`config.mk`:
```
export PLATFORM = sky130hd
export DESIGN_NAME = mid_dispatch
export DESIGN_NICKNAME = d
export VERILOG_FILES = /design/src/mid_pkg.sv /design/src/mid_dispatch.sv
export SDC_FILE = /design/constraint.sdc
export NUM_CORES = 1
export LEC_CHECK = 0
export BUFFER_PORTS_ARGS = -buffer_cell sky130_fd_sc_hd__buf_2
export CORE_MARGIN = 2
export CORE_UTILIZATION = 35
export DETAILED_ROUTE_END_ITERATION = 8
export PLACE_DENSITY = 0.62
export SLEW_MARGIN = 20
export SYNTH_ARGS = -nofsm -noshare
export SYNTH_HDL_FRONTEND = slang
export SYNTH_SLANG_ARGS = --single-unit
```
`constraint.sdc`:
```
create_clock -name clock_i -period 1.7 [get_ports clock_i]
set_input_delay 0.34 -clock clock_i [delete_from_list [all_inputs] [get_ports clock_i]]
set_output_delay 0.34 -clock clock_i [all_outputs]
set_load 0.02 [all_outputs]
```
`src/mid_pkg.sv`:
```
// Purpose: Constants for the interrupt request and dispatch block
// Assumes: 8-bit register port, 50 MHz core clock
// Notes:   Offsets are byte addresses on the register port
package mid_pkg;

    // Register offsets
    localparam logic [7:0] MID_EDGE_SELECT_ADDR   = 8'hBF;
    localparam logic [7:0] MID_REQ_FLAG_ADDR      = 8'hC8;
    localparam logic [7:0] MID_REQ_ENABLE_ADDR    = 8'hC9;
    localparam logic [7:0] MID_STACK_LEVEL_ADDR   = 8'hDF;

    // Source bit positions, shared by flag and enable registers
    localparam int MID_SRC_EXT   = 0;
    localparam int MID_SRC_MSP   = 1;
    localparam int MID_SRC_SER   = 3;
    localparam int MID_SRC_T0    = 4;
    localparam int MID_SRC_T1    = 6;
    localparam int MID_SRC_CMP   = 7;
    localparam logic [7:0] MID_SRC_IMPL_MASK = 8'hDB;

    // Stack level register fields
    localparam int MID_GIE_BIT   = 7;
    localparam int MID_LEVEL_LSB = 0;
    localparam int MID_LEVEL_W   = 3;
    localparam logic                   MID_GIE_RESET   = 1'b0;
    localparam logic [MID_LEVEL_W-1:0] MID_LEVEL_RESET = 3'h7;

    // Edge select field
    localparam int MID_EDGE_LSB = 3;
    localparam int MID_EDGE_W   = 2;
    localparam logic [MID_EDGE_W-1:0] MID_EDGE_RESET = 2'h2;

    // Shared vector address
    localparam logic [15:0] MID_VECTOR_ADDR = 16'h0008;

    // Program flag status bits kept out of save and restore
    localparam int MID_TIMEOUT_BIT   = 7;
    localparam int MID_POWERDOWN_BIT = 6;
    localparam logic [7:0] MID_FLAG_KEEP_MASK = 8'h3F;

    typedef enum logic [1:0] {
        MID_EDGE_RSVD    = 2'b00,
        MID_EDGE_RISING  = 2'b01,
        MID_EDGE_FALLING = 2'b10,
        MID_EDGE_BOTH    = 2'b11
    } mid_edge_t;

    typedef enum logic [0:0] {
        MID_ST_RUN     = 1'b0,
        MID_ST_SERVICE = 1'b1
    } mid_state_t;

endpackage : mid_pkg

```
`src/mid_dispatch.sv`:
```
// Purpose: Interrupt flags, enables, global enable, vectoring and save buffer
// Assumes: Core asks on instruction boundaries and honours load and push pulses
// Notes:   Shared vector, no hardware priority among sources
// Function
// - No service while global enable is zero
// - Accept loads vector 8, pushes one level
// - Single-entry save and restore of accumulator, flags
// - Timeout and powerdown bits excluded from save
// - External edge sets flag regardless of enable
// - External enable and edge cause vectoring
// - Matching edge in powerdown latched, serviced once powerdown ends
// - Edge field bits 4:3, reset falling
// - Timer zero overflow always sets its flag
// - Timer zero vectors only when enabled
// - Timer one overflow always sets its flag
// - Timer one flag and enable vector
// - Late timer one enable does not vector
// - Serial completion always sets its flag
// - Serial flag and enable vector
// - Late serial enable does not vector
// - Comparator triggers on rising output
// - Comparator trigger sets flag regardless enable
// - Comparator flag never set while disabled
// - Comparator enable and trigger cause vectoring
// - Entry clears global enable, exit sets it
// - Enables at C9, fixed bit positions
// - Flags at C8, software writes clear
// - Return from service pops one level
//
// The implementer's own choice: strobed register access.
`timescale 1ns/100ps
`default_nettype none

module mid_dispatch
    import mid_pkg::*;
(
    // Clock, reset, enable
    input  wire logic        clock_i,
    input  wire logic        nrst_i,
    input  wire logic        ce_i,
    // Register port
    input  wire logic [7:0]  reg_addr_i,
    input  wire logic [7:0]  reg_wdata_i,
    input  wire logic        reg_wr_i,
    input  wire logic        reg_rd_i,
    output logic      [7:0]  reg_rdata_o,
    // Event sources
    input  wire logic        ext_pin_interrupt_i,
    input  wire logic        timer_zero_ovf_i,
    input  wire logic        timer_one_ovf_i,
    input  wire logic        serial_done_i,
    input  wire logic        msp_event_i,
    input  wire logic        comparator_out_i,
    input  wire logic        comparator_enable_i,
    // Core control
    input  wire logic        powerdown_i,
    input  wire logic        boundary_i,
    input  wire logic        return_from_service_i,
    input  wire logic        call_push_i,
    input  wire logic        call_pop_i,
    output logic             irq_pending_o,
    output logic             pc_load_o,
    output logic      [15:0] pc_vector_o,
    output logic             stack_push_o,
    output logic             stack_pop_o,
    output logic             wake_o,
    output logic             in_service_o,
    // Context save and restore
    input  wire logic        save_i,
    input  wire logic        restore_i,
    input  wire logic [7:0]  accumulator_i,
    input  wire logic [7:0]  program_flag_i,
    output logic      [7:0]  accumulator_restore_o,
    output logic      [7:0]  program_flag_restore_o,
    output logic             restore_valid_o
);

    logic                   global_irq_enable_reg;
    logic [MID_LEVEL_W-1:0] stack_level_reg;
    logic [MID_EDGE_W-1:0]  ext_edge_select_reg;
    logic [7:0]             request_enable_reg;
    logic [7:0]             request_flag_reg;
    logic [7:0]             armed_reg;
    logic                   wake_latch_reg;
    mid_state_t             state_reg;
    logic [1:0]             ext_sync_reg;
    logic                   ext_prev_reg;
    logic [1:0]             cmp_sync_reg;
    logic                   cmp_prev_reg;
    logic [2:0]             hist_valid_reg;
    logic [7:0]             acc_buf_reg;
    logic [7:0]             flag_buf_reg;

    logic       ext_rise;
    logic       ext_fall;
    logic       ext_trigger;
    logic       cmp_trigger;
    logic [7:0] src_event;
    logic [7:0] src_ready;
    logic       accept;
    logic       flag_wr;
    logic       enable_wr;
    logic       stack_wr;

    // Pin synchronisers
    always_ff @(posedge clock_i or negedge nrst_i) begin
        if (!nrst_i) begin
            ext_sync_reg <= 2'h0;
            ext_prev_reg <= 1'b0;
            cmp_sync_reg <= 2'h0;
            cmp_prev_reg <= 1'b0;
            hist_valid_reg <= 3'h0;
        end else if (ce_i) begin
            ext_sync_reg <= {ext_sync_reg[0], ext_pin_interrupt_i};
            ext_prev_reg <= ext_sync_reg[1];
            cmp_sync_reg <= {cmp_sync_reg[0], comparator_out_i};
            cmp_prev_reg <= cmp_sync_reg[1];
            hist_valid_reg <= {hist_valid_reg[1:0], 1'b1};
        end
    end

    // Edges ignored until the sync history is full, no false edge after reset
    assign ext_rise = ext_sync_reg[1] & ~ext_prev_reg & hist_valid_reg[2];
    assign ext_fall = ~ext_sync_reg[1] & ext_prev_reg & hist_valid_reg[2];

    // Edge qualification per select code
    always_comb begin
        case (mid_edge_t'(ext_edge_select_reg))
            MID_EDGE_RISING:  ext_trigger = ext_rise;
            MID_EDGE_FALLING: ext_trigger = ext_fall;
            MID_EDGE_BOTH:    ext_trigger = ext_rise | ext_fall;
            default:          ext_trigger = 1'b0;
        endcase
    end

    assign cmp_trigger = cmp_sync_reg[1] & ~cmp_prev_reg & comparator_enable_i
                         & hist_valid_reg[2];

    always_comb begin
        src_event              = 8'h00;
        src_event[MID_SRC_EXT] = ext_trigger;
        src_event[MID_SRC_MSP] = msp_event_i;
        src_event[MID_SRC_SER] = serial_done_i;
        src_event[MID_SRC_T0]  = timer_zero_ovf_i;
        src_event[MID_SRC_T1]  = timer_one_ovf_i;
        src_event[MID_SRC_CMP] = cmp_trigger;
    end

    assign flag_wr   = reg_wr_i && (reg_addr_i == MID_REQ_FLAG_ADDR);
    assign enable_wr = reg_wr_i && (reg_addr_i == MID_REQ_ENABLE_ADDR);
    assign stack_wr  = reg_wr_i && (reg_addr_i == MID_STACK_LEVEL_ADDR);

    // Per-source flag and arming; event set wins over software write
    genvar gi;
    generate
        for (gi = 0; gi < 8; gi = gi + 1) begin : g_src
            if (MID_SRC_IMPL_MASK[gi]) begin : g_impl
                always_ff @(posedge clock_i or negedge nrst_i) begin
                    if (!nrst_i) begin
                        request_flag_reg[gi] <= 1'b0;
                    end else if (ce_i) begin
                        if (src_event[gi]) begin
                            request_flag_reg[gi] <= 1'b1;
                        end else if (flag_wr) begin
                            request_flag_reg[gi] <= reg_wdata_i[gi];
                        end
                    end
                end
                // Armed when the event came in with its enable set, or when software writes the flag to one with its enable set
                always_ff @(posedge clock_i or negedge nrst_i) begin
                    if (!nrst_i) begin
                        armed_reg[gi] <= 1'b0;
                    end else if (ce_i) begin
                        if (src_event[gi] && request_enable_reg[gi]) begin
                            armed_reg[gi] <= 1'b1;
                        end else if (flag_wr && !reg_wdata_i[gi]) begin
                            armed_reg[gi] <= 1'b0;
                        end else if (flag_wr && reg_wdata_i[gi] && request_enable_reg[gi]) begin
                            armed_reg[gi] <= 1'b1;
                        end
                    end
                end
            end else begin : g_none
                assign request_flag_reg[gi] = 1'b0;
                assign armed_reg[gi]        = 1'b0;
            end
        end
    endgenerate

    // Timer one and serial need arming; external also sees the wake latch
    always_comb begin
        src_ready              = request_flag_reg & request_enable_reg;
        src_ready[MID_SRC_T1]  = request_flag_reg[MID_SRC_T1] & request_enable_reg[MID_SRC_T1]
                                 & armed_reg[MID_SRC_T1];
        src_ready[MID_SRC_SER] = request_flag_reg[MID_SRC_SER] & request_enable_reg[MID_SRC_SER]
                                 & armed_reg[MID_SRC_SER];
        src_ready[MID_SRC_EXT] = (request_flag_reg[MID_SRC_EXT] | wake_latch_reg)
                                 & request_enable_reg[MID_SRC_EXT];
    end

    assign irq_pending_o = global_irq_enable_reg && (|src_ready);
    assign accept        = ce_i && boundary_i && irq_pending_o && !powerdown_i;

    // Enable register
    always_ff @(posedge clock_i or negedge nrst_i) begin
        if (!nrst_i) begin
            request_enable_reg <= 8'h00;
        end else if (ce_i && enable_wr) begin
            request_enable_reg <= reg_wdata_i & MID_SRC_IMPL_MASK;
        end
    end

    // Edge select register
    always_ff @(posedge clock_i or negedge nrst_i) begin
        if (!nrst_i) begin
            ext_edge_select_reg <= MID_EDGE_RESET;
        end else if (ce_i && reg_wr_i && (reg_addr_i == MID_EDGE_SELECT_ADDR)) begin
            ext_edge_select_reg <= reg_wdata_i[MID_EDGE_LSB +: MID_EDGE_W];
        end
    end

    // Global enable: cleared on entry, set on exit
    always_ff @(posedge clock_i or negedge nrst_i) begin
        if (!nrst_i) begin
            global_irq_enable_reg <= MID_GIE_RESET;
        end else if (ce_i) begin
            if (accept) begin
                global_irq_enable_reg <= 1'b0;
            end else if (return_from_service_i) begin
                global_irq_enable_reg <= 1'b1;
            end else if (stack_wr) begin
                global_irq_enable_reg <= reg_wdata_i[MID_GIE_BIT];
            end
        end
    end

    // Stack level counts down on push, up on pop
    always_ff @(posedge clock_i or negedge nrst_i) begin
        if (!nrst_i) begin
            stack_level_reg <= MID_LEVEL_RESET;
        end else if (ce_i) begin
            if (accept || call_push_i) begin
                stack_level_reg <= stack_level_reg - 3'h1;
            end else if (return_from_service_i || call_pop_i) begin
                stack_level_reg <= stack_level_reg + 3'h1;
            end else if (stack_wr) begin
                stack_level_reg <= reg_wdata_i[MID_LEVEL_LSB +: MID_LEVEL_W];
            end
        end
    end

    // Service state and dispatch pulses
    always_ff @(posedge clock_i or negedge nrst_i) begin
        if (!nrst_i) begin
            state_reg    <= MID_ST_RUN;
            pc_load_o    <= 1'b0;
            stack_push_o <= 1'b0;
            stack_pop_o  <= 1'b0;
            pc_vector_o  <= 16'h0000;
        end else if (ce_i) begin
            pc_load_o    <= accept;
            stack_push_o <= accept;
            stack_pop_o  <= return_from_service_i;
            if (accept) begin
                pc_vector_o <= MID_VECTOR_ADDR;
            end
            case (state_reg)
                MID_ST_RUN: begin
                    if (accept) begin
                        state_reg <= MID_ST_SERVICE;
                    end
                end
                MID_ST_SERVICE: begin
                    if (return_from_service_i) begin
                        state_reg <= MID_ST_RUN;
                    end
                end
                default: begin
                    state_reg <= MID_ST_RUN;
                end
            endcase
        end
    end

    assign in_service_o = (state_reg == MID_ST_SERVICE);

    // Wake-up latch for a matching external edge in power-down
    always_ff @(posedge clock_i or negedge nrst_i) begin
        if (!nrst_i) begin
            wake_latch_reg <= 1'b0;
            wake_o         <= 1'b0;
        end else if (ce_i) begin
            wake_o <= powerdown_i && ext_trigger;
            if (powerdown_i && ext_trigger) begin
                wake_latch_reg <= 1'b1;
            end else if (accept) begin
                wake_latch_reg <= 1'b0;
            end else if (flag_wr && !reg_wdata_i[MID_SRC_EXT]) begin
                wake_latch_reg <= 1'b0;
            end
        end
    end

    // Single-entry context buffer; status bits never captured
    always_ff @(posedge clock_i or negedge nrst_i) begin
        if (!nrst_i) begin
            acc_buf_reg  <= 8'h00;
            flag_buf_reg <= 8'h00;
        end else if (ce_i && save_i) begin
            acc_buf_reg  <= accumulator_i;
            flag_buf_reg <= program_flag_i & MID_FLAG_KEEP_MASK;
        end
    end

    // Restore merges live status bits back in
    always_ff @(posedge clock_i or negedge nrst_i) begin
        if (!nrst_i) begin
            accumulator_restore_o  <= 8'h00;
            program_flag_restore_o <= 8'h00;
            restore_valid_o        <= 1'b0;
        end else if (ce_i) begin
            restore_valid_o <= restore_i;
            if (restore_i) begin
                accumulator_restore_o  <= acc_buf_reg;
                program_flag_restore_o <= (flag_buf_reg & MID_FLAG_KEEP_MASK)
                                          | (program_flag_i & ~MID_FLAG_KEEP_MASK);
            end
        end
    end

    // Read data, one cycle after the strobe
    always_ff @(posedge clock_i or negedge nrst_i) begin
        if (!nrst_i) begin
            reg_rdata_o <= 8'h00;
        end else if (ce_i) begin
            reg_rdata_o <= 8'h00;
            if (reg_rd_i) begin
                case (reg_addr_i)
                    MID_EDGE_SELECT_ADDR: begin
                        reg_rdata_o[MID_EDGE_LSB +: MID_EDGE_W] <= ext_edge_select_reg;
                    end
                    MID_REQ_FLAG_ADDR: begin
                        reg_rdata_o <= request_flag_reg;
                    end
                    MID_REQ_ENABLE_ADDR: begin
                        reg_rdata_o <= request_enable_reg;
                    end
                    MID_STACK_LEVEL_ADDR: begin
                        reg_rdata_o[MID_GIE_BIT] <= global_irq_enable_reg;
                        reg_rdata_o[MID_LEVEL_LSB +: MID_LEVEL_W] <= stack_level_reg;
                    end
                    default: begin
                        reg_rdata_o <= 8'h00;
                    end
                endcase
            end
        end
    end

    // Software side relies on the flag readback above

endmodule : mid_dispatch

`default_nettype wire

```
==> impl_metrics.env <==
export IMPL_status="finished with violations"
export IMPL_violations="setup timing"
export IMPL_r2r_cells=6
export IMPL_finalPower_uw=4510
export IMPL_start_util_pct=36.2
export IMPL_synth_edff_count=0
export IMPL_placementRows=35
export IMPL_yosysSeqAreaShare_pct=54.8
export IMPL_grt_pass1_wl_mm=12.0
export IMPL_synth_flop_cell="dfrtp_1"
export IMPL_synthArstFlopShare_pct=100
export IMPL_antenna_cells=0
export IMPL_swShare_pct=28.0
export IMPL_vias=2409
export IMPL_setup_viol=4
export IMPL_layout_drive_gt1_share_pct=49.3
export IMPL_synth_cell_types=53
export IMPL_cts_tree="yes"
export IMPL_postRouteAntennaNets=0
export IMPL_final_common_cell="buf_2"
export IMPL_cp_data_required_time_ns=1.36
export IMPL_ir_drop_v=0.000638
export IMPL_dr_first_iter_drc_count=51
export IMPL_drt_wl_total_mm=7.34
export IMPL_die_h_um=102
export IMPL_ys_ff_latch=73
export IMPL_final_area_um2=4300
export IMPL_dp_hpwl_mm=5.61
export IMPL_critPathKind="reg -> out"
export IMPL_cell_internal_pwr_uw=3250
export IMPL_cts_sinks=73
export IMPL_worst_hold_path_num_cells=2
export IMPL_synth_cells=269
export IMPL_finalCritPeriodShare_pct=114
export IMPL_yosys_warnings=0
export IMPL_die_w_um=102
export IMPL_grt_pass1_vias=2482
export IMPL_grt_antenna_before_repair=0
export IMPL_cts_buffer_depth=2
export IMPL_dp_slack_ns=-0.144
export IMPL_power_share_combinational_pct=19.9
export IMPL_p_clk_share_pct=33.1
export IMPL_wl_per_cell_um=14.3
export IMPL_area_growth_pct=28.7
export IMPL_numCtsBuffers=9
export IMPL_netlist_area_um2=3340
export IMPL_p_seq_share_pct=47.1
export IMPL_p_leak_uw=0.00199
export IMPL_place_port_buffers=80
export IMPL_overflow=0
export IMPL_htreeDepth=3
export IMPL_avgViaCountPerCell=4.71
export IMPL_cp_end_kind="output pin"
export IMPL_placed_cell_area_um2=4020
export IMPL_final_cell_mix="79 x buf_2, 69 x dfrtp_1, 49 x mux2_2, 24 x buf_4"
export IMPL_pin_count=98
export IMPL_fmax_ghz=0.518
export IMPL_drc=0
export IMPL_drv_cap=0
export IMPL_fill_cells=885
export IMPL_critPathLaunchType="flop"
export IMPL_first_pass_iters=4
export IMPL_clkTransAtPathRegs_ns=0.08
export IMPL_slew_violations=0
export IMPL_grt_max_degree=39
export IMPL_hold_viol=0
export IMPL_switchingPower_uw=1270
export IMPL_fin_worst_skew_ns=0.00663
export IMPL_avgSynthCellArea_um2=12.4
export IMPL_holdCritPathClass="in -> reg"
export IMPL_clk_latency_ns=0.34
export IMPL_power_density_nw_per_um2=1050
export IMPL_worstPathArrival_ns=1.59
export IMPL_coreArea_um2=9240
export IMPL_dieArea_um2=10300
export IMPL_min_period_ns=1.93
export IMPL_grt_usage_pct=15.1
export IMPL_root_buffer="clkbuf_8"
export IMPL_gp_congestion=0.790
export IMPL_worstPathMaxFanout=2
export IMPL_finalWorstSetupSlack_ns=-0.230
export IMPL_fin_nets=431
export IMPL_grt_setup_unrepaired="yes"
-- final timing paths --
| check | from | to | slack (ns) |
|---|---|---|---|
| setup / recovery | request_flag_reg[1]$_DFFE_PN0P_ | irq_pending_o | -0.23 |
| hold / removal | accumulator_i[6] | acc_buf_reg[6]$_DFFE_PN0P_ | 0.22 |
| setup reg to reg | request_flag_reg[1]$_DFFE_PN0P_ | stack_level_reg[1]$_DFFE_PN1P_ | -0.13 |
| hold reg to reg | hist_valid_reg[0]$_DFFE_PN0P_ | hist_valid_reg[0]$_DFFE_PN0P_ | 0.47 |
| max in group asynchronous | nrst_i | ext_edge_select_reg[1]$_DFFE_PN1P_ | 0.63 |
| min in group asynchronous | nrst_i | reg_rdata_o[2]$_DFFE_PN0P_ | 0.46 |
-- power groups by stage --
| stage | logic, uW | clock network [uW] | registers, uW |
|---|---|---|---|
| detailed placement | 883 | 0 | 2160 |
| finish | 897 | 1490 | 2120 |
| global placement | 863 | 0 | 2150 |
| CTS | 914 | 1550 | 2130 |
| global route | 992 | 1630 | 2160 |
| floorplan | 455 | 0 | 2260 |
-- Yosys cell counts, types with 2 or more instances --
cell / instances / share of area (%)
nand2_1: 16 / 1.8
or2_2: 2 / 0.37
dfstp_2: 4 / 3.1
buf_4: 17 / 3.8
mux2i_1: 3 / 0.90
nor3_1: 6 / 0.90
o32a_2: 2 / 0.67
o221a_2: 2 / 0.67
nor2_1: 5 / 0.56
inv_1: 10 / 1.1
buf_1: 3 / 0.34
nand3b_1: 2 / 0.45
o21a_1: 3 / 0.67
o21ai_0: 11 / 1.6
nand3_1: 6 / 0.90
ha_1: 2 / 0.75
mux2_2: 49 / 17
dfrtp_1: 69 / 52
a22oi_1: 5 / 1.1
a41oi_1: 2 / 0.52
a21oi_1: 10 / 1.5
o2bb2ai_1: 6 / 1.6
clkbuf_1: 4 / 0.45
-- cells by family after synthesis --
logic type      count (synthesis)  synth area share (%)
flops                          73                  54.8
compound gates                 53                  11.5
mux                            52                  17.4
simple gates                   51                  8.91
buf+inv                        36                  6.18
fa+ha+maj                       2                 0.749
other cells                     1                 0.112
xor+xnor                        1                 0.262
-- per-layer routing --
layer  routed length (um)  GRT usage (%)
met5                    0              0
met4                   62           3.12
met3                  617           6.63
met2                 3410           24.8
met1                 3250           18.6
-- through the flow --
| stage | TNS [ns] | util [%] | hold slack [ns] | std cells |
|---|---|---|---|---|
| after detailed placement | -1.46 | 43.5 | 0.298 | 494 |
| after CTS | -0.693 | 46.5 | 0.204 | 512 |
| final | -0.572 | 46.5 | 0.224 | 512 |
| after global placement | -1.37 | 43.5 | 0.291 | 494 |
| after global routing | -0.951 | 46.5 | 0.202 | 512 |
| after floorplan | -0.171 | - | 0.0444 | 284 |
-- critical path, cell delays in order (launching register included) --
cell      delay [ns]
dfrtp_1         0.39
a222oi_1        0.38
a41oi_2         0.18
buf_4           0.18
buf_6           0.12
-- final cells by class --
| type | count | area [um^2] | share of cell area [%] |
|---|---|---|---|
| well taps | 129 | 161 | 3.75 |
| clock inverters | 6 | 92.6 | 2.15 |
| inverters | 11 | 41.3 | 0.960 |
| repair buffers | 108 | 648 | 15.1 |
| clock buffers | 10 | 128 | 2.97 |
| flip-flops and latches | 73 | 1830 | 42.6 |
| multi-input cells | 175 | 1400 | 32.5 |
-- timing repair --
| item | CTS | global route |
|---|---|---|
| hold buffers | 1 | 0 |
| pin swaps | 3 | 1 |
| gates resized for setup | 7 | 0 |
| buffers inserted | 1 | 0 |
| endpoints found under the setup margin | 4 | 4 |
| endpoints found under the hold margin | 13 | 0 |
Power figures use the tool's default switching activity.
